--- src/logic/csdm_defines.svh ---
`ifndef CSDM_DEFINES_SVH
`define CSDM_DEFINES_SVH

`define CSDM_OFS_CTRL 8'h00
`define CSDM_OFS_ADDR 8'h04
`define CSDM_OFS_DATA 8'h08
`define CSDM_OFS_KEYS 8'h0c
`define CSDM_OFS_STAT 8'h10

`define CSDM_CTRL_MODE_LSB 0
`define CSDM_CTRL_SIZE_LSB 4
`define CSDM_CTRL_MAINT_BIT 8

`define CSDM_KEY_STOP 0
`define CSDM_KEY_START 1
`define CSDM_KEY_DISPLAY 2
`define CSDM_KEY_STORE 3
`define CSDM_KEY_CS_EN 4

`define CSDM_PROG_TOP_16K 16'h3fff
`define CSDM_PROG_TOP_24K 16'h5fff
`define CSDM_PROG_TOP_32K 16'h7fff
`define CSDM_PROG_TOP_48K 16'hbfff
`define CSDM_CS_BASE_16K 16'h4000
`define CSDM_CS_TOP_16K 16'h7fff
`define CSDM_CS_BASE_32K 16'h8000
`define CSDM_CS_TOP_32K 16'hbfff
`define CSDM_CS_BASE_48K 16'hc000
`define CSDM_CS_TOP_48K 16'hffff

`define CSDM_CLK_MHZ 100
`define CSDM_MIN_RUN_MS 400
`define CSDM_MIN_RUN_CYC (`CSDM_MIN_RUN_MS * 1000 * `CSDM_CLK_MHZ)
`define CSDM_TMR_W 26

`endif

--- src/logic/csdm_pkg.sv ---
package csdm_pkg;

	typedef enum logic [2:0] {
		main_storage_view = 3'h0,
		aux_storage_view = 3'h1,
		modifier_local_view = 3'h2,
		logic_unit_external_view = 3'h3,
		ctrl_reg_view = 3'h4,
		operand_view = 3'h5,
		addr_backup_view = 3'h6
	} csdm_mode_t;

	typedef enum logic [1:0] {
		size_16k = 2'h0,
		size_24k = 2'h1,
		size_32k = 2'h2,
		size_48k = 2'h3
	} csdm_size_t;

	typedef enum logic [1:0] {
		st_idle = 2'b00,
		st_read = 2'b01,
		st_write = 2'b10
	} csdm_state_t;

	typedef struct packed {
		logic valid;
		logic write;
		logic aux;
		logic [15:0] addr;
		logic [15:0] wdata;
	} csdm_mem_req_t;

	typedef struct packed {
		logic [15:0] modifier_local;
		logic [15:0] logic_unit_ext;
		logic [15:0] ctrl_reg;
		logic [15:0] operand;
		logic [15:0] addr_backup;
	} csdm_cpu_regs_t;

	typedef struct packed {
		logic clock_run;
		logic wait_state;
		logic soft_stop;
		logic hard_stop;
		logic manual;
		logic allow_manual;
		logic [3:0] chan_meter_in;
		logic [3:0] file_selected;
	} csdm_cpu_stat_t;

endpackage : csdm_pkg

--- src/logic/csdm_min_timer.sv ---
`timescale 1ns/1ps
`default_nettype none
`include "csdm_defines.svh"

module csdm_min_timer #(
	parameter int unsigned MIN_CYC = `CSDM_MIN_RUN_CYC
) (
	input wire logic clk,
	input wire logic rst,
	input wire logic run_i,
	output logic on_o
);
	logic [`CSDM_TMR_W-1:0] cnt_r;
	logic [`CSDM_TMR_W-1:0] cnt_nxt;
	logic on_r;
	logic on_nxt;

	always_comb begin
		cnt_nxt = cnt_r;
		if (run_i && !on_r) begin
			cnt_nxt = `CSDM_TMR_W'(MIN_CYC);
		end else if (cnt_r != '0) begin
			cnt_nxt = cnt_r - `CSDM_TMR_W'(1);
		end
		// Off only when neither the request nor the hold time remains
		on_nxt = run_i || (cnt_nxt != '0);
	end

	always_ff @(posedge clk or posedge rst) begin
		if (rst) begin
			cnt_r <= '0;
			on_r <= 1'b0;
		end else begin
			cnt_r <= cnt_nxt;
			on_r <= on_nxt;
		end
	end

	assign on_o = on_r;

endmodule : csdm_min_timer
`default_nettype wire

--- src/logic/csdm_top.sv ---
`timescale 1ns/1ps
`default_nettype none
`include "csdm_defines.svh"

module csdm_top #(
	parameter int unsigned MIN_RUN_CYC = `CSDM_MIN_RUN_CYC
) (
	input wire logic clk,
	input wire logic rst,
	input wire logic psel,
	input wire logic penable,
	input wire logic pwrite,
	input wire logic [7:0] paddr,
	input wire logic [31:0] pwdata,
	output logic [31:0] prdata,
	output logic pready,
	output logic pslverr,
	input wire csdm_pkg::csdm_cpu_stat_t cpu_stat,
	input wire csdm_pkg::csdm_cpu_regs_t cpu_regs,
	input wire logic mem_ack,
	input wire logic [15:0] mem_rdata,
	output csdm_pkg::csdm_mem_req_t mem_req,
	output logic cpu_stop_req,
	output logic cpu_start_pulse,
	output logic cust_meter_on,
	output logic maint_meter_on,
	output logic system_light,
	output logic [15:0] indicators
);
	import csdm_pkg::*;

	function automatic logic prog_ok(input csdm_size_t sz, input logic [15:0] a);
		logic ok;
		ok = 1'b0;
		unique case (sz)
			size_16k: ok = (a <= `CSDM_PROG_TOP_16K);
			size_24k: ok = (a <= `CSDM_PROG_TOP_24K);
			size_32k: ok = (a <= `CSDM_PROG_TOP_32K);
			size_48k: ok = (a <= `CSDM_PROG_TOP_48K);
		endcase
		return ok;
	endfunction : prog_ok

	function automatic logic cs_ok(input csdm_size_t sz, input logic [15:0] a);
		logic ok;
		ok = 1'b0;
		unique case (sz)
			size_16k: ok = (a >= `CSDM_CS_BASE_16K) && (a <= `CSDM_CS_TOP_16K);
			size_24k, size_32k: ok = (a >= `CSDM_CS_BASE_32K) && (a <= `CSDM_CS_TOP_32K);
			size_48k: ok = (a >= `CSDM_CS_BASE_48K);
		endcase
		return ok;
	endfunction : cs_ok

	// High digit of an aux address, switch A
	function automatic logic aux_ok(input csdm_size_t sz, input logic [3:0] d);
		logic ok;
		ok = 1'b0;
		unique case (sz)
			size_16k: ok = (d <= 4'h7);
			size_24k: ok = (d <= 4'h5) || ((d >= 4'h8) && (d <= 4'hb));
			size_32k: ok = (d <= 4'hb);
			size_48k: ok = 1'b1;
		endcase
		return ok;
	endfunction : aux_ok

	// Bus slave state
	logic [31:0] prdata_r;
	logic [31:0] prdata_nxt;
	logic pready_r;
	logic pready_nxt;
	logic pslverr_r;
	logic pslverr_nxt;

	// Panel and storage access state
	csdm_mode_t mode_r;
	csdm_mode_t mode_nxt;
	csdm_size_t size_r;
	csdm_size_t size_nxt;
	logic maint_r;
	logic maint_nxt;
	logic [15:0] addr_sw_r;
	logic [15:0] addr_sw_nxt;
	logic [15:0] data_sw_r;
	logic [15:0] data_sw_nxt;
	logic cs_en_r;
	logic cs_en_nxt;
	logic armed_r;
	logic armed_nxt;
	logic tgt_aux_r;
	logic tgt_aux_nxt;
	logic tgt_cs_r;
	logic tgt_cs_nxt;
	logic [15:0] tgt_addr_r;
	logic [15:0] tgt_addr_nxt;
	logic [15:0] ind_r;
	logic [15:0] ind_nxt;
	logic reject_r;
	logic reject_nxt;
	csdm_state_t state_r;
	csdm_state_t state_nxt;
	csdm_mem_req_t mreq_r;
	csdm_mem_req_t mreq_nxt;
	logic stop_r;
	logic stop_nxt;
	logic start_r;
	logic start_nxt;

	// Meter state
	logic run_any;
	logic cust_on;
	logic maint_on;
	logic sys_light_r;
	logic sys_light_nxt;

	logic access;
	logic wr_fire;
	logic hit;
	logic [4:0] keys;
	logic [31:0] rd_val;
	logic [15:0] aux_addr;

	assign access = psel && penable;
	assign wr_fire = access && pready_r && pwrite;
	assign keys = (wr_fire && paddr == `CSDM_OFS_KEYS) ? pwdata[4:0] : 5'h00;
	assign aux_addr = {4'h0, addr_sw_r[15:12], addr_sw_r[7:0]};

	always_comb begin
		hit = 1'b1;
		rd_val = 32'h0000_0000;
		unique case (paddr)
			`CSDM_OFS_CTRL: begin
				rd_val[`CSDM_CTRL_MODE_LSB +: 3] = mode_r;
				rd_val[`CSDM_CTRL_SIZE_LSB +: 2] = size_r;
				rd_val[`CSDM_CTRL_MAINT_BIT] = maint_r;
			end
			`CSDM_OFS_ADDR: rd_val[15:0] = addr_sw_r;
			`CSDM_OFS_DATA: rd_val[15:0] = data_sw_r;
			`CSDM_OFS_KEYS: rd_val = 32'h0000_0000;
			`CSDM_OFS_STAT: begin
				rd_val = {7'h00, reject_r, cs_en_r, armed_r, (state_r != st_idle),
					maint_on, cust_on, sys_light_r, cpu_stat.allow_manual,
					cpu_stat.manual, ind_r};
			end
			default: hit = 1'b0;
		endcase
		pready_nxt = access && !pready_r;
		prdata_nxt = 32'h0000_0000;
		pslverr_nxt = 1'b0;
		if (access && !pready_r) begin
			prdata_nxt = pwrite ? 32'h0000_0000 : rd_val;
			pslverr_nxt = !hit;
		end
	end

	always_ff @(posedge clk or posedge rst) begin
		if (rst) begin
			prdata_r <= 32'h0000_0000;
			pready_r <= 1'b0;
			pslverr_r <= 1'b0;
		end else begin
			prdata_r <= prdata_nxt;
			pready_r <= pready_nxt;
			pslverr_r <= pslverr_nxt;
		end
	end

	always_comb begin
		mode_nxt = mode_r;
		size_nxt = size_r;
		maint_nxt = maint_r;
		addr_sw_nxt = addr_sw_r;
		data_sw_nxt = data_sw_r;
		cs_en_nxt = cs_en_r;
		armed_nxt = armed_r;
		tgt_aux_nxt = tgt_aux_r;
		tgt_cs_nxt = tgt_cs_r;
		tgt_addr_nxt = tgt_addr_r;
		ind_nxt = ind_r;
		reject_nxt = reject_r;
		state_nxt = state_r;
		mreq_nxt = mreq_r;
		stop_nxt = stop_r;
		start_nxt = 1'b0;

		if (wr_fire && paddr == `CSDM_OFS_CTRL) begin
			mode_nxt = csdm_mode_t'(pwdata[`CSDM_CTRL_MODE_LSB +: 3]);
			size_nxt = csdm_size_t'(pwdata[`CSDM_CTRL_SIZE_LSB +: 2]);
			maint_nxt = pwdata[`CSDM_CTRL_MAINT_BIT];
			if (mode_nxt != mode_r) begin
				armed_nxt = 1'b0;
			end
		end
		if (wr_fire && paddr == `CSDM_OFS_ADDR) begin
			addr_sw_nxt = pwdata[15:0];
			if (pwdata[15:0] != addr_sw_r) begin
				armed_nxt = 1'b0;
			end
		end
		if (wr_fire && paddr == `CSDM_OFS_DATA) begin
			data_sw_nxt = pwdata[15:0];
		end

		// Stop holds until start; the CPU answers with its manual level
		if (keys[`CSDM_KEY_STOP]) begin
			stop_nxt = 1'b1;
		end else if (keys[`CSDM_KEY_START]) begin
			stop_nxt = 1'b0;
			start_nxt = 1'b1;
		end

		if (!maint_nxt) begin
			cs_en_nxt = 1'b0;
		end else if (keys[`CSDM_KEY_CS_EN]) begin
			cs_en_nxt = 1'b1;
		end

		unique case (state_r)
			st_idle: begin
				if (keys[`CSDM_KEY_DISPLAY]) begin
					reject_nxt = 1'b0;
					armed_nxt = 1'b0;
					if (!cpu_stat.manual) begin
						reject_nxt = 1'b1;
					end else begin
						unique case (mode_r)
							main_storage_view: begin
								if (prog_ok(size_r, addr_sw_r) || cs_ok(size_r, addr_sw_r)) begin
									tgt_aux_nxt = 1'b0;
									tgt_cs_nxt = cs_ok(size_r, addr_sw_r);
									tgt_addr_nxt = {addr_sw_r[15:1], 1'b0};
									state_nxt = st_read;
								end else begin
									reject_nxt = 1'b1;
								end
							end
							aux_storage_view: begin
								if (aux_ok(size_r, addr_sw_r[15:12])) begin
									tgt_aux_nxt = 1'b1;
									tgt_cs_nxt = 1'b0;
									tgt_addr_nxt = {aux_addr[15:1], 1'b0};
									state_nxt = st_read;
								end else begin
									reject_nxt = 1'b1;
								end
							end
							modifier_local_view: ind_nxt = cpu_regs.modifier_local;
							logic_unit_external_view: ind_nxt = cpu_regs.logic_unit_ext;
							ctrl_reg_view: ind_nxt = cpu_regs.ctrl_reg;
							operand_view: ind_nxt = cpu_regs.operand;
							addr_backup_view: ind_nxt = cpu_regs.addr_backup;
							default: reject_nxt = 1'b1;
						endcase
					end
					if (state_nxt == st_read) begin
						mreq_nxt = '{valid: 1'b1, write: 1'b0, aux: tgt_aux_nxt,
							addr: tgt_addr_nxt, wdata: 16'h0000};
					end
				end else if (keys[`CSDM_KEY_STORE]) begin
					// Target is the location of the last display, not the switches
					if (armed_r && cpu_stat.manual && cpu_stat.allow_manual &&
						(!tgt_cs_r || (maint_r && cs_en_r))) begin
						reject_nxt = 1'b0;
						mreq_nxt = '{valid: 1'b1, write: 1'b1, aux: tgt_aux_r,
							addr: tgt_addr_r, wdata: data_sw_r};
						state_nxt = st_write;
					end else begin
						reject_nxt = 1'b1;
					end
				end
			end
			st_read: begin
				if (mem_ack) begin
					ind_nxt = mem_rdata;
					armed_nxt = 1'b1;
					mreq_nxt.valid = 1'b0;
					state_nxt = st_idle;
				end
			end
			st_write: begin
				if (mem_ack) begin
					ind_nxt = mreq_r.wdata;
					mreq_nxt.valid = 1'b0;
					state_nxt = st_idle;
				end
			end
			default: state_nxt = st_idle;
		endcase
	end

	always_ff @(posedge clk or posedge rst) begin
		if (rst) begin
			mode_r <= main_storage_view;
			size_r <= size_16k;
			maint_r <= 1'b0;
			addr_sw_r <= 16'h0000;
			data_sw_r <= 16'h0000;
			cs_en_r <= 1'b0;
			armed_r <= 1'b0;
			tgt_aux_r <= 1'b0;
			tgt_cs_r <= 1'b0;
			tgt_addr_r <= 16'h0000;
			ind_r <= 16'h0000;
			reject_r <= 1'b0;
			state_r <= st_idle;
			mreq_r <= '0;
			stop_r <= 1'b0;
			start_r <= 1'b0;
		end else begin
			mode_r <= mode_nxt;
			size_r <= size_nxt;
			maint_r <= maint_nxt;
			addr_sw_r <= addr_sw_nxt;
			data_sw_r <= data_sw_nxt;
			cs_en_r <= cs_en_nxt;
			armed_r <= armed_nxt;
			tgt_aux_r <= tgt_aux_nxt;
			tgt_cs_r <= tgt_cs_nxt;
			tgt_addr_r <= tgt_addr_nxt;
			ind_r <= ind_nxt;
			reject_r <= reject_nxt;
			state_r <= state_nxt;
			mreq_r <= mreq_nxt;
			stop_r <= stop_nxt;
			start_r <= start_nxt;
		end
	end

	// Channel and file activity count as use only when not hard-stopped
	always_comb begin
		run_any = (cpu_stat.clock_run && !cpu_stat.wait_state && !cpu_stat.soft_stop) ||
			(!cpu_stat.hard_stop &&
			((|cpu_stat.chan_meter_in) || (|cpu_stat.file_selected)));
		sys_light_nxt = run_any || cust_on || maint_on;
	end

	always_ff @(posedge clk or posedge rst) begin
		if (rst) begin
			sys_light_r <= 1'b0;
		end else begin
			sys_light_r <= sys_light_nxt;
		end
	end

	// A key turn mid-run lets the old meter finish its hold before the other one starts
	csdm_min_timer #(
		.MIN_CYC(MIN_RUN_CYC)
	) u_cust_meter (
		.clk(clk),
		.rst(rst),
		.run_i(run_any && !maint_r && !maint_on),
		.on_o(cust_on)
	);

	csdm_min_timer #(
		.MIN_CYC(MIN_RUN_CYC)
	) u_maint_meter (
		.clk(clk),
		.rst(rst),
		.run_i(run_any && maint_r && !cust_on),
		.on_o(maint_on)
	);

	assign prdata = prdata_r;
	assign pready = pready_r;
	assign pslverr = pslverr_r;
	assign mem_req = mreq_r;
	assign cpu_stop_req = stop_r;
	assign cpu_start_pulse = start_r;
	assign cust_meter_on = cust_on;
	assign maint_meter_on = maint_on;
	assign system_light = sys_light_r;
	assign indicators = ind_r;

endmodule : csdm_top
`default_nettype wire
--- config.mk ---
export PLATFORM = sky130hd
export DESIGN_NAME = csdm_top
export DESIGN_NICKNAME = d
export VERILOG_FILES = /design/src/logic/csdm_pkg.sv /design/src/logic/csdm_min_timer.sv /design/src/logic/csdm_top.sv
export VERILOG_INCLUDE_DIRS = /design/src /design/src/logic
export SDC_FILE = /design/constraint.sdc
export NUM_CORES = 1
export LEC_CHECK = 0
export ABC_AREA = 1
export BUFFER_PORTS_ARGS = -buffer_cell sky130_fd_sc_hd__buf_2
export CORE_UTILIZATION = 40
export DETAILED_ROUTE_END_ITERATION = 8
export PLACE_DENSITY = 0.76
export SLEW_MARGIN = 20
export SYNTH_ARGS = -nofsm -noshare
export SYNTH_HDL_FRONTEND = slang
export SYNTH_SLANG_ARGS = --single-unit
export TNS_END_PERCENT = 10
--- constraint.sdc ---
create_clock -name clk -period 7.54 [get_ports clk]
set_input_delay 1.885 -clock clk [delete_from_list [all_inputs] [get_ports clk]]
set_output_delay 1.885 -clock clk [all_outputs]
set_load 0.1 [all_outputs]
==> results.md, run 1 <==
- Layout cells sized above 1: 18.9%
- Achievable clock frequency: 235 MHz
- Finished Layout Cells: 2112
- Final hold vios: 0
- Area share of the largest cell type after synthesis: between 40 and 50%
- Critical Path Source Type: input port
- GP Congestion: 0.934
- Routed via count: around 11k
- Int Pwr: 1.73 mW
- Post-synth cell types: 53
- Relative slew slack: 33.1%
- Placed cell count: between 2k and 2.5k
- Cell Area, Placed: 12600 µm²
- Post-synth EDFFs: 0
- Ys flop type: dfrtp_1
- Resized cells post-CTS: 0
- CTS Hold Buffers Added: 0
- Synthesized flop and latch total: 196
- Main area contributors after synthesis: dfrtp_1 (43%), nand2_1 (16%), nor2_1 (5.8%)
- Clock Pin Slew Worst Setup and Hold Paths: 80 ps
- DRT iter0 DRCs: 885
- CTS HTree Levels: 4
- GRT Total Usage: 25.5%
- Data arrival, critical path: around 4600 ps
- Async S/R FF share, synth: 100%
- Core area: 27900 µm²
- Min cycle time layout: approximately 4300 ps
- HPWL reported at the end of detailed placement: approximately 27000 µm
- Leakage: 6.85 nW
- I/O pin cnt: 246
- Die Area: 29000 µm²
- Post-synth top area cell: dfrtp_1
- Comb pwr share: 25.3%
- Max-Cap Viols: 0
- Routed wire length: between 30000 and 40000 µm
- Post-layout net count: 1885
- Starting Density: 40.7%
- Setup Skew: around 20 ps
- Gr ovfl total: 0
- Syn. warnings: 0
- Pwr dens: 216 nW/µm²
- Post-CTS setup buffer count: 0
- Via density: 5.21
- Required @ worst endpoint: 7850 ps
- Post-synthesis sequential area ratio: 43.2%
- Commonest non-fill, non-tap cells in the layout: nand2_1 (483), buf_2 (222), dfrtp_1 (196)
- Status: finished, final reports clean
- Die Span Y: around 170 µm
- Part of the power in registers: about 40%
- Final hold slack: 470 ps
- Crit path from: paddr[7]
- Root buf cell: clkbuf_16
- Design Area, Final: ~13000 µm²
- Worst reg2reg startpoint: mode_r[0]
- Period Utilization, post-route: 56.5%
- Syn_area_per_cell: 7.42 µm²
- Switching power total: 1.15 mW
- Most common cell after layout, fill and taps aside: nand2_1
- Pre-CTS setup slack: 2890 ps
- Worst Slack Setup Final: ~3300 ps
- Worst Setup Path Type: input port to flip-flop
- Later-pin clock latency in the skew report: 460 ps
- Setup TNS Final: 0 ps
- Initial antenna violation count: 2
- Hold WC Path Type: flip-flop to flip-flop
- Net Sw Frac: 39.9%
- Max incr delay on CP: 660 ps
- Post-Syn Area: 11300 µm²
- Cells after Synth: 1530
- DR pass1 iterations: 6
- Routed len/inst: roughly 17 µm
- CP cell instances: buf_2 -> nor2_2 -> nand3_2 -> nor2_1 -> inv_1 -> nor2_2 -> inv_2 -> nor2_1 -> inv_1 -> nand2_1 -> o21ai_0
- First-pass GRT wire length: 56400 µm
- Worst slew pin tran: 998 ps
- Slew Viols, Final: 0
- Setup Viol. Count Final: 0
- Number of buffers added on ports: 222
- Clock share of power: 34.6%
- Crit. End Element: flip-flop
- CP max FO: 22
- Slowest CP cell: nor2_2
- Unrepaired setup endpoints after global routing: false
- Die X-Extent: about 170 µm
- TritonCTS clock tree: done
- DRC viols: 0
- Maximum vdd drop: about 0.20 mV
- TritonCTS buffer count: 17
- Vias in the first global route: roughly 11k
- Clk buf depth: 2
- Largest net degree at the start of global routing: roughly 150
- Clock sink count: 196
- Hold_sp: tgt_addr_r[0]
- Rows: 61
- Post-DRT Antenna Nets: 0
- Area growth from synthesis to layout: 17.2%
final cells by class:
cell class,instances,area (µm²)
fillers,2763,14600
multi-input cells,1098,5440
flip-flops and latches,196,4900
repair buffers,224,1130
inverters,182,701
well taps,378,473
clock buffers,17,425
clock inverters,15,226
diodes,2,5.00
sequential cells by signal, indices dropped and copies added (netlist names), 3 cells and up:
signal	flops
indicators	16
data_sw_r	16
tgt_addr_r	16
addr_sw_r	16
u_maint_meter.cnt_r	26
u_cust_meter.cnt_r	26
mode_r	3
mem_req	35
prdata	25
synthesized netlist by cell type, types with 15 or more instances:
| cell type | count |
|---|---|
| nand2_1 | 483 |
| o21ai_0 | 83 |
| xor2_1 | 23 |
| nor3_1 | 18 |
| dfrtp_1 | 196 |
| nand4_1 | 19 |
| o21ai_1 | 24 |
| buf_2 | 16 |
| a21oi_1 | 22 |
| o22ai_1 | 15 |
| a221oi_1 | 36 |
| clkbuf_1 | 22 |
| xnor2_1 | 20 |
| nand3_1 | 79 |
| inv_1 | 173 |
| nor2_1 | 174 |
per-layer routing:
metal,part of all wire (%),vias to the layer above,GRT usage (%)
met1,39,5147,30.2
met3,6.6,95,4.44
met5,0.022,-,0
met4,5.9,2,15.5
li1,-,5282,-
met2,48,472,43.3
per-stage QoR:
stage | total power, mW | util [%]
after global routing | 2.97 | 47.7
after floorplan | 1.72 | -
after CTS | 2.88 | 47.6
after detailed placement | 1.90 | 45.3
final | 2.87 | 47.7
after global placement | 1.89 | 45.3
critical path, delay by kind of cell:
kind            cells  cell delay [ps]
simple gates        6             1820
compound gates      1               90
buf+inv             4              750
cells by family after synthesis:
group           share of synthesized area (%)
simple gates                             30.9
buf+inv                                  9.20
compound gates                           12.2
flops                                    43.2
xor+xnor                                 3.32
fa+ha+maj                                1.10
other cells                            0.0330
power groups by stage:
stage	combinational (mW)	sequential, mW	clock, mW
floorplan	0.285	1.44	0
finish	0.726	1.15	0.994
CTS	0.726	1.15	1.01
detailed placement	0.725	1.17	0
global placement	0.715	1.17	0
global route	0.766	1.15	1.05
path summary, 6_finish.rpt:
path	end	cells after the start	slack [ps]
worst min-delay path	tgt_addr_r[0]	2	470
worst min register to register	tgt_addr_r[0]	2	470
min in group asynchronous	prdata[19]	2	1500
worst max register to register	mem_req[24]	10	4720
worst max-delay path	addr_sw_r[4]	11	3280
max in group asynchronous	prdata[16]	3	4910
No activity file was read; power rests on OpenSTA's default activity.
==> run 2, diff against run 1 <==
PLACE_DENSITY = 0.74   (was 0.76)
clock period = 4.37 ns   (was 7.54 ns; I/O delays follow)
==> results.md, run 2 (same netlist as run 1, synthesis figures left out) <==
- Worst reg2reg startpoint: mode_r[0]
- Crit path from: paddr[1]
- Die Area: 29000 µm² (unchanged)
- Post-DRT Antenna Nets: 0 (unchanged)
- Via density: 5.14 (-1.3%)
- Most common cell after layout, fill and taps aside: nand2_1
- Core area: 27900 µm² (unchanged)
- Switching power total: 1.96 mW (+71%)
- Clk buf depth: 2 (unchanged)
- Leakage: 6.91 nW (+0.84%)
- CP most frequent cell: nand2_1
- Post-CTS setup buffer count: 0 (unchanged)
- Relative slew slack: 29.8% (-3.3 points)
- Required @ worst endpoint: 4710 ps (-3140 ps)
- Pwr dens: 370 nW/µm² (+71%)
- Worst Path Buf+Inv: 2 (-2)
- Number of buffers added on ports: 222 (unchanged)
- Min cycle time layout: 3050 ps
- Setup TNS Final: 0 ps (unchanged)
- First-pass GRT wire length: 56300 µm (-0.24%)
- Worst Slack Setup Final: 1320 ps (-1960 ps)
- Resized cells post-CTS: 0 (unchanged)
- Setup Skew: 15.3 ps (-4.53 ps)
- Unrepaired setup endpoints after global routing: false
- Vias in the first global route: 10.6k (-0.46%)
- Routed wire length: 35500 µm (-0.28%)
- Hold WC Path Type: flip-flop to flip-flop
- Clock share of power: 34.1% (-0.5 points)
- Pre-CTS setup slack: 875 ps (-2020 ps)
- Maximum vdd drop: 0.332 mV (+69%)
- CTS HTree Levels: 4 (unchanged)
- Commonest non-fill, non-tap cells in the layout: nand2_1 (483), buf_2 (222), dfrtp_1 (196)
- TritonCTS clock tree: done
- Overall power: 4.95 mW (+72%)
- GP Congestion: 0.981 (+5.1%)
- TritonCTS buffer count: 17 (unchanged)
- Max FFs per register: 35 (unchanged)
- CP max FO: 32 (+45%)
- Achievable clock frequency: 328 MHz
- Largest net degree at the start of global routing: 80 (-46%)
- Gr ovfl total: 0 (unchanged)
- Die Span Y: 170 µm (unchanged)
- Slew Viols, Final: 0 (unchanged)
- Status: finished, final reports clean
- Hold_sp: pready
- Max-Cap Viols: 0 (unchanged)
- Cell Area, Placed: 12700 µm² (+0.86%)
- Starting Density: 40.7% (unchanged)
- Critical Path Source Type: input port
- Routed via count: 10.9k (-0.91%)
- Max incr delay on CP: 580 ps (-80 ps)
- Final hold vios: 0 (unchanged)
- Worst Setup Path Type: input port to flip-flop
- DRC viols: 0 (unchanged)
- Setup Viol. Count Final: 0 (unchanged)
- Clock Pin Slew Worst Setup and Hold Paths: 90 ps (about the same)
- Data arrival, critical path: 3400 ps (-1160 ps)
- Net Sw Frac: 39.7% (-0.19 points)
- Clock sink count: 196 (unchanged)
- Crit. End Element: flip-flop
- Initial antenna violation count: 1 (-1)
- Layout cells sized above 1: 19.3% (+0.41 points)
- HPWL reported at the end of detailed placement: 27800 µm (+1.5%)
- Post-layout net count: 1895 (+0.53%)
- Rows: 61 (unchanged)
- Later-pin clock latency in the skew report: 450 ps (about the same)
- Root buf cell: clkbuf_16
- CP cell instances: buf_2 -> nor3_1 -> nand2_1 -> inv_1 -> nand2_1 -> o21ai_0
- Filler Cells Inserted: 2804 (+1.5%)
- DR pass1 iterations: 7 (+1)
- Worst slew pin tran: 1050 ps (+49.3 ps)
- Die X-Extent: 170 µm (unchanged)
- Part of the power in registers: 40.3% (+0.2 points)
- I/O pin cnt: 246 (unchanged)
- Family with the most delay on the worst path: simple AND/OR/NAND/NOR gates
- Util after Layout: 48.1% (+0.32 points)
- Slowest CP cell: nand2_1
- Routed len/inst: 16.7 µm (-0.70%)
- Comb pwr share: 25.6% (+0.3 points)
- Design Area, Final: 13400 µm² (+0.67%)
- Period Utilization, post-route: 69.8%
- Area growth from synthesis to layout: 18.0%
- CTS Hold Buffers Added: 0 (unchanged)
- GRT Total Usage: 25.4% (-0.17 points)
- Int Pwr: 2.98 mW (+73%)
- DRT iter0 DRCs: 799 (-9.7%)
## run 2: changes by cell type in the layout (fill, tap and decap cells not counted), sizes merged
cell    delta
buf       +10
clkinv     +2
diode      -1
inv        -2
## run 2: power groups by stage
stage                     combinational [mW]  sequential [mW]  clock [mW]
after floorplan                        0.492             2.48           0
after global placement                  1.24             2.03           0
after detailed placement                1.26             2.03           0
after CTS                               1.26             1.99        1.72
after global routing                    1.33             2.00        1.79
final                                   1.26             2.00        1.69
## run 2: cell type report
cell class              count  area [µm²]  share of cell area [%]
clock buffers              17         425                    3.18
flip-flops and latches    196        4900                    36.6
well taps                 378         473                    3.53
multi-input cells        1098        5430                    40.5
clock inverters            15         225                    1.68
repair buffers            234        1240                    9.25
diodes                      1        2.50                  0.0187
inverters                 182         692                    5.17
## run 2: through the flow
| stage | hold slack [ps] | std cells |
|---|---|---|
| final | 466 | 2121 |
| after global routing | 501 | 2121 |
| after CTS | 469 | 2120 |
| after detailed placement | 458 | 2088 |
| after global placement | 444 | 2088 |
| after floorplan | 430 | 1536 |
## run 2: path summary, 6_finish.rpt
kind	endpoint	slack, ps	cells after the start
setup reg to reg	mem_req[8]	1560	9
hold / removal	pready	470	1
setup / recovery	data_sw_r[6]	1320	6
min in group asynchronous	pready	840	2
hold reg to reg	pready	470	1
max in group asynchronous	mem_req[2]	2620	3
## run 2: per-layer routing
metal	track usage (%)	wire, µm	vias to the layer above
met5	0	0	-
met1	30.3	14200	5079
met3	4.35	2310	88
li1	-	-	5285
met2	43.1	17100	446
met4	14.5	1890	0
==> run 3, diff against run 2 <==
clock period = 3.2 ns   (was 4.37 ns; I/O delays follow)
==> results.md, run 3 (same netlist as run 1, synthesis figures left out) <==
- Final hold vios: 0 (unchanged)
- Number of buffers added on ports: 222 (unchanged)
- Routed wire length: 35700 µm (+0.43%)
- Wl on met1: 14300 µm (+0.32%)
- Worst Setup Path Type: flip-flop to flip-flop
- Slowest CP cell: dfrtp_1
- Crit. End Element: flip-flop
- CTS HTree Levels: 4 (unchanged)
- Hold WC Path Type: input port to asynchronous set/reset pin
- Min cycle time layout: between 2000 and 3000 ps
- DRT iter0 DRCs: 724 (-9.4%)
- Die Span Y: 170 µm (unchanged)
- Layout cells sized above 1: 19.7% (+0.45 points)
- Clock Pin Slew Worst Setup and Hold Paths: 80 ps (about the same)
- DRC viols: 0 (unchanged)
- Relative slew slack: 30.6% (+0.79 points)
- Setup Viol. Count Final: 0 (unchanged)
- Most common cell after layout, fill and taps aside: nand2_1
- Slew Viols, Final: 0 (unchanged)
- Part of the power in registers: 40.1% (-0.2 points)
- First-pass GRT wire length: 55800 µm (-0.86%)
- Required @ worst endpoint: 3500 ps (-1210 ps)
- Data arrival, critical path: 2980 ps (-420 ps)
- Routed length on met3: 2280 µm (-1.3%)
- Post-layout net count: 1906 (+0.58%)
- Worst slew pin tran: 1040 ps (-11.8 ps)
- Clock share of power: 34.1% (about the same)
- Die Area: 29000 µm² (unchanged)
- TritonCTS buffer count: 17 (unchanged)
- Net Sw Frac: 40.0% (+0.26 points)
- Worst Path Buf+Inv: 3 (+1)
- Unrepaired setup endpoints after global routing: false
- Core area: 27900 µm² (unchanged)
- Setup Skew: 16.3 ps (+1.03 ps)
- Max incr delay on CP: 390 ps (-190 ps)
- Largest net degree at the start of global routing: 126 (+57%)
- CP cell instances: inv_1 -> ha_1 -> nand2_1 -> nor2_4 -> nand2_1 -> inv_2 -> nand2_2 -> inv_1 -> nor2_1 -> nand2_1 -> nand2_1 -> nor2_1 -> nand3_1 -> nor2_1 -> nand4_1
- Rows: 61 (unchanged)
- Maximum vdd drop: 0.677 mV (+100%)
- Post-DRT Antenna Nets: 0 (unchanged)
- Root buf cell: clkbuf_16
- Overall power: 6.78 mW (+37%)
- Clock sink count: 196 (unchanged)
- Critical Path Source Type: flip-flop
- Family with the most delay on the worst path: simple AND/OR/NAND/NOR gates
- Area growth from synthesis to layout: 18.5%
- Status: finished, final reports clean
- Number of diodes: 0 (-1)
- Pwr dens: 505 nW/µm² (+37%)
- Achievable clock frequency: 373 MHz
- I/O pin cnt: 246 (unchanged)
- Gr ovfl total: 0 (unchanged)
- Resized cells post-CTS: 0 (unchanged)
- Max-Cap Viols: 0 (unchanged)
- Commonest non-fill, non-tap cells in the layout: nand2_1 (483), buf_2 (222), dfrtp_1 (196)
- DR pass1 iterations: 5 (-2)
- Initial antenna violation count: 1 (unchanged)
- Top routing layer used: met4
- Met2 WL: 17400 µm (+1.6%)
- Leakage: 6.95 nW (+0.64%)
- CTS Hold Buffers Added: 0 (unchanged)
- Switching power total: 2.71 mW (+38%)
- TritonCTS clock tree: done
- Routed len/inst: 16.7 µm (about the same)
- Routed via count: 10.9k (-0.055%)
- Starting Density: 40.7% (unchanged)
- Int Pwr: 4.07 mW (+37%)
- Die X-Extent: 170 µm (unchanged)
- Comb pwr share: 25.7% (about the same)
- CP max FO: 24 (-25%)
- Clk buf depth: 2 (unchanged)
- Via density: 5.11 (-0.52%)
- HPWL reported at the end of detailed placement: 27500 µm (-1.1%)
- Final hold slack: 246 ps (-220 ps)
- CP most frequent cell: nand2_1
- GRT Total Usage: 25.2% (-0.16 points)
- Post-CTS setup buffer count: 0 (unchanged)
- GP Congestion: 0.978 (-0.35%)
- Vias in the first global route: 10.5k (-0.69%)
- Later-pin clock latency in the skew report: 450 ps (about the same)
- Period Utilization, post-route: 83.8%
- Max FFs per register: 35 (unchanged)
==> run 3: cell count changes in the layout (fill, tap and decap cells not counted) <==
cell and change:
clkinvlp_4 +1, nor2_1 +1, inv_12 -2, diode_2 -1, buf_4 +12, inv_8 +3
nor2_2 -1, clkinv_4 -1, buf_12 -1, inv_6 -1
==> run 3: final cells by class <==
class / count / area (µm²)
fill: 2723 / 14400
multi-input combinational: 1098 / 5420
sequential: 196 / 4900
timing repair buffer: 245 / 1310
inverter: 182 / 692
tap: 378 / 473
clock buffer: 17 / 425
clock inverter: 15 / 216
==> run 3: power by group through the flow <==
stage / sequential [mW] / clock, mW / combinational (mW)
2_1_floorplan: 3.39 / 0 / 0.672
3_3_place_gp: 2.77 / 0 / 1.71
3_5_place_dp: 2.77 / 0 / 1.74
4_1_cts: 2.72 / 2.34 / 1.74
5_1_grt: 2.73 / 2.44 / 1.83
6_report: 2.72 / 2.31 / 1.75
==> run 3: metal layers <==
layer,global-route usage (%),vias up
met5,0,-
met4,13.5,0
met3,4.93,76
met2,43.4,433
met1,29.6,5066
li1,-,5317
==> run 3: path summary, 6_finish.rpt <==
| path | from | end | slack [ps] | depth (start not counted) |
|---|---|---|---|---|
| max | u_cust_meter.cnt_r[0] | u_cust_meter.on_o | 520 | 15 |
| min | rst | pready | 250 | 2 |
| max reg2reg | u_cust_meter.cnt_r[0] | u_cust_meter.on_o | 520 | 15 |
| min reg2reg | tgt_addr_r[0] | tgt_addr_r[0] | 470 | 2 |
| max in group asynchronous | rst | state_r[0] | 2070 | 3 |
| min in group clk | tgt_addr_r[0] | tgt_addr_r[0] | 470 | 2 |
==> run 3: per-stage QoR <==
| stage | util [%] | std cells | cell area, µm² | worst slack (ps) | TNS, ps |
|---|---|---|---|---|---|
| 3_3_place_gp | 46.0 | 2099 | 12800 | 486 | 0 |
| 2_1_floorplan | - | 1536 | 11400 | -132 | -25950 |
| 5_1_grt | 48.3 | 2131 | 13400 | 245 | 0 |
| 4_1_cts | 48.3 | 2131 | 13400 | 524 | 0 |
| 3_5_place_dp | 46.0 | 2099 | 12800 | 480 | 0 |
| 6_report | 48.3 | 2131 | 13400 | 519 | 0 |
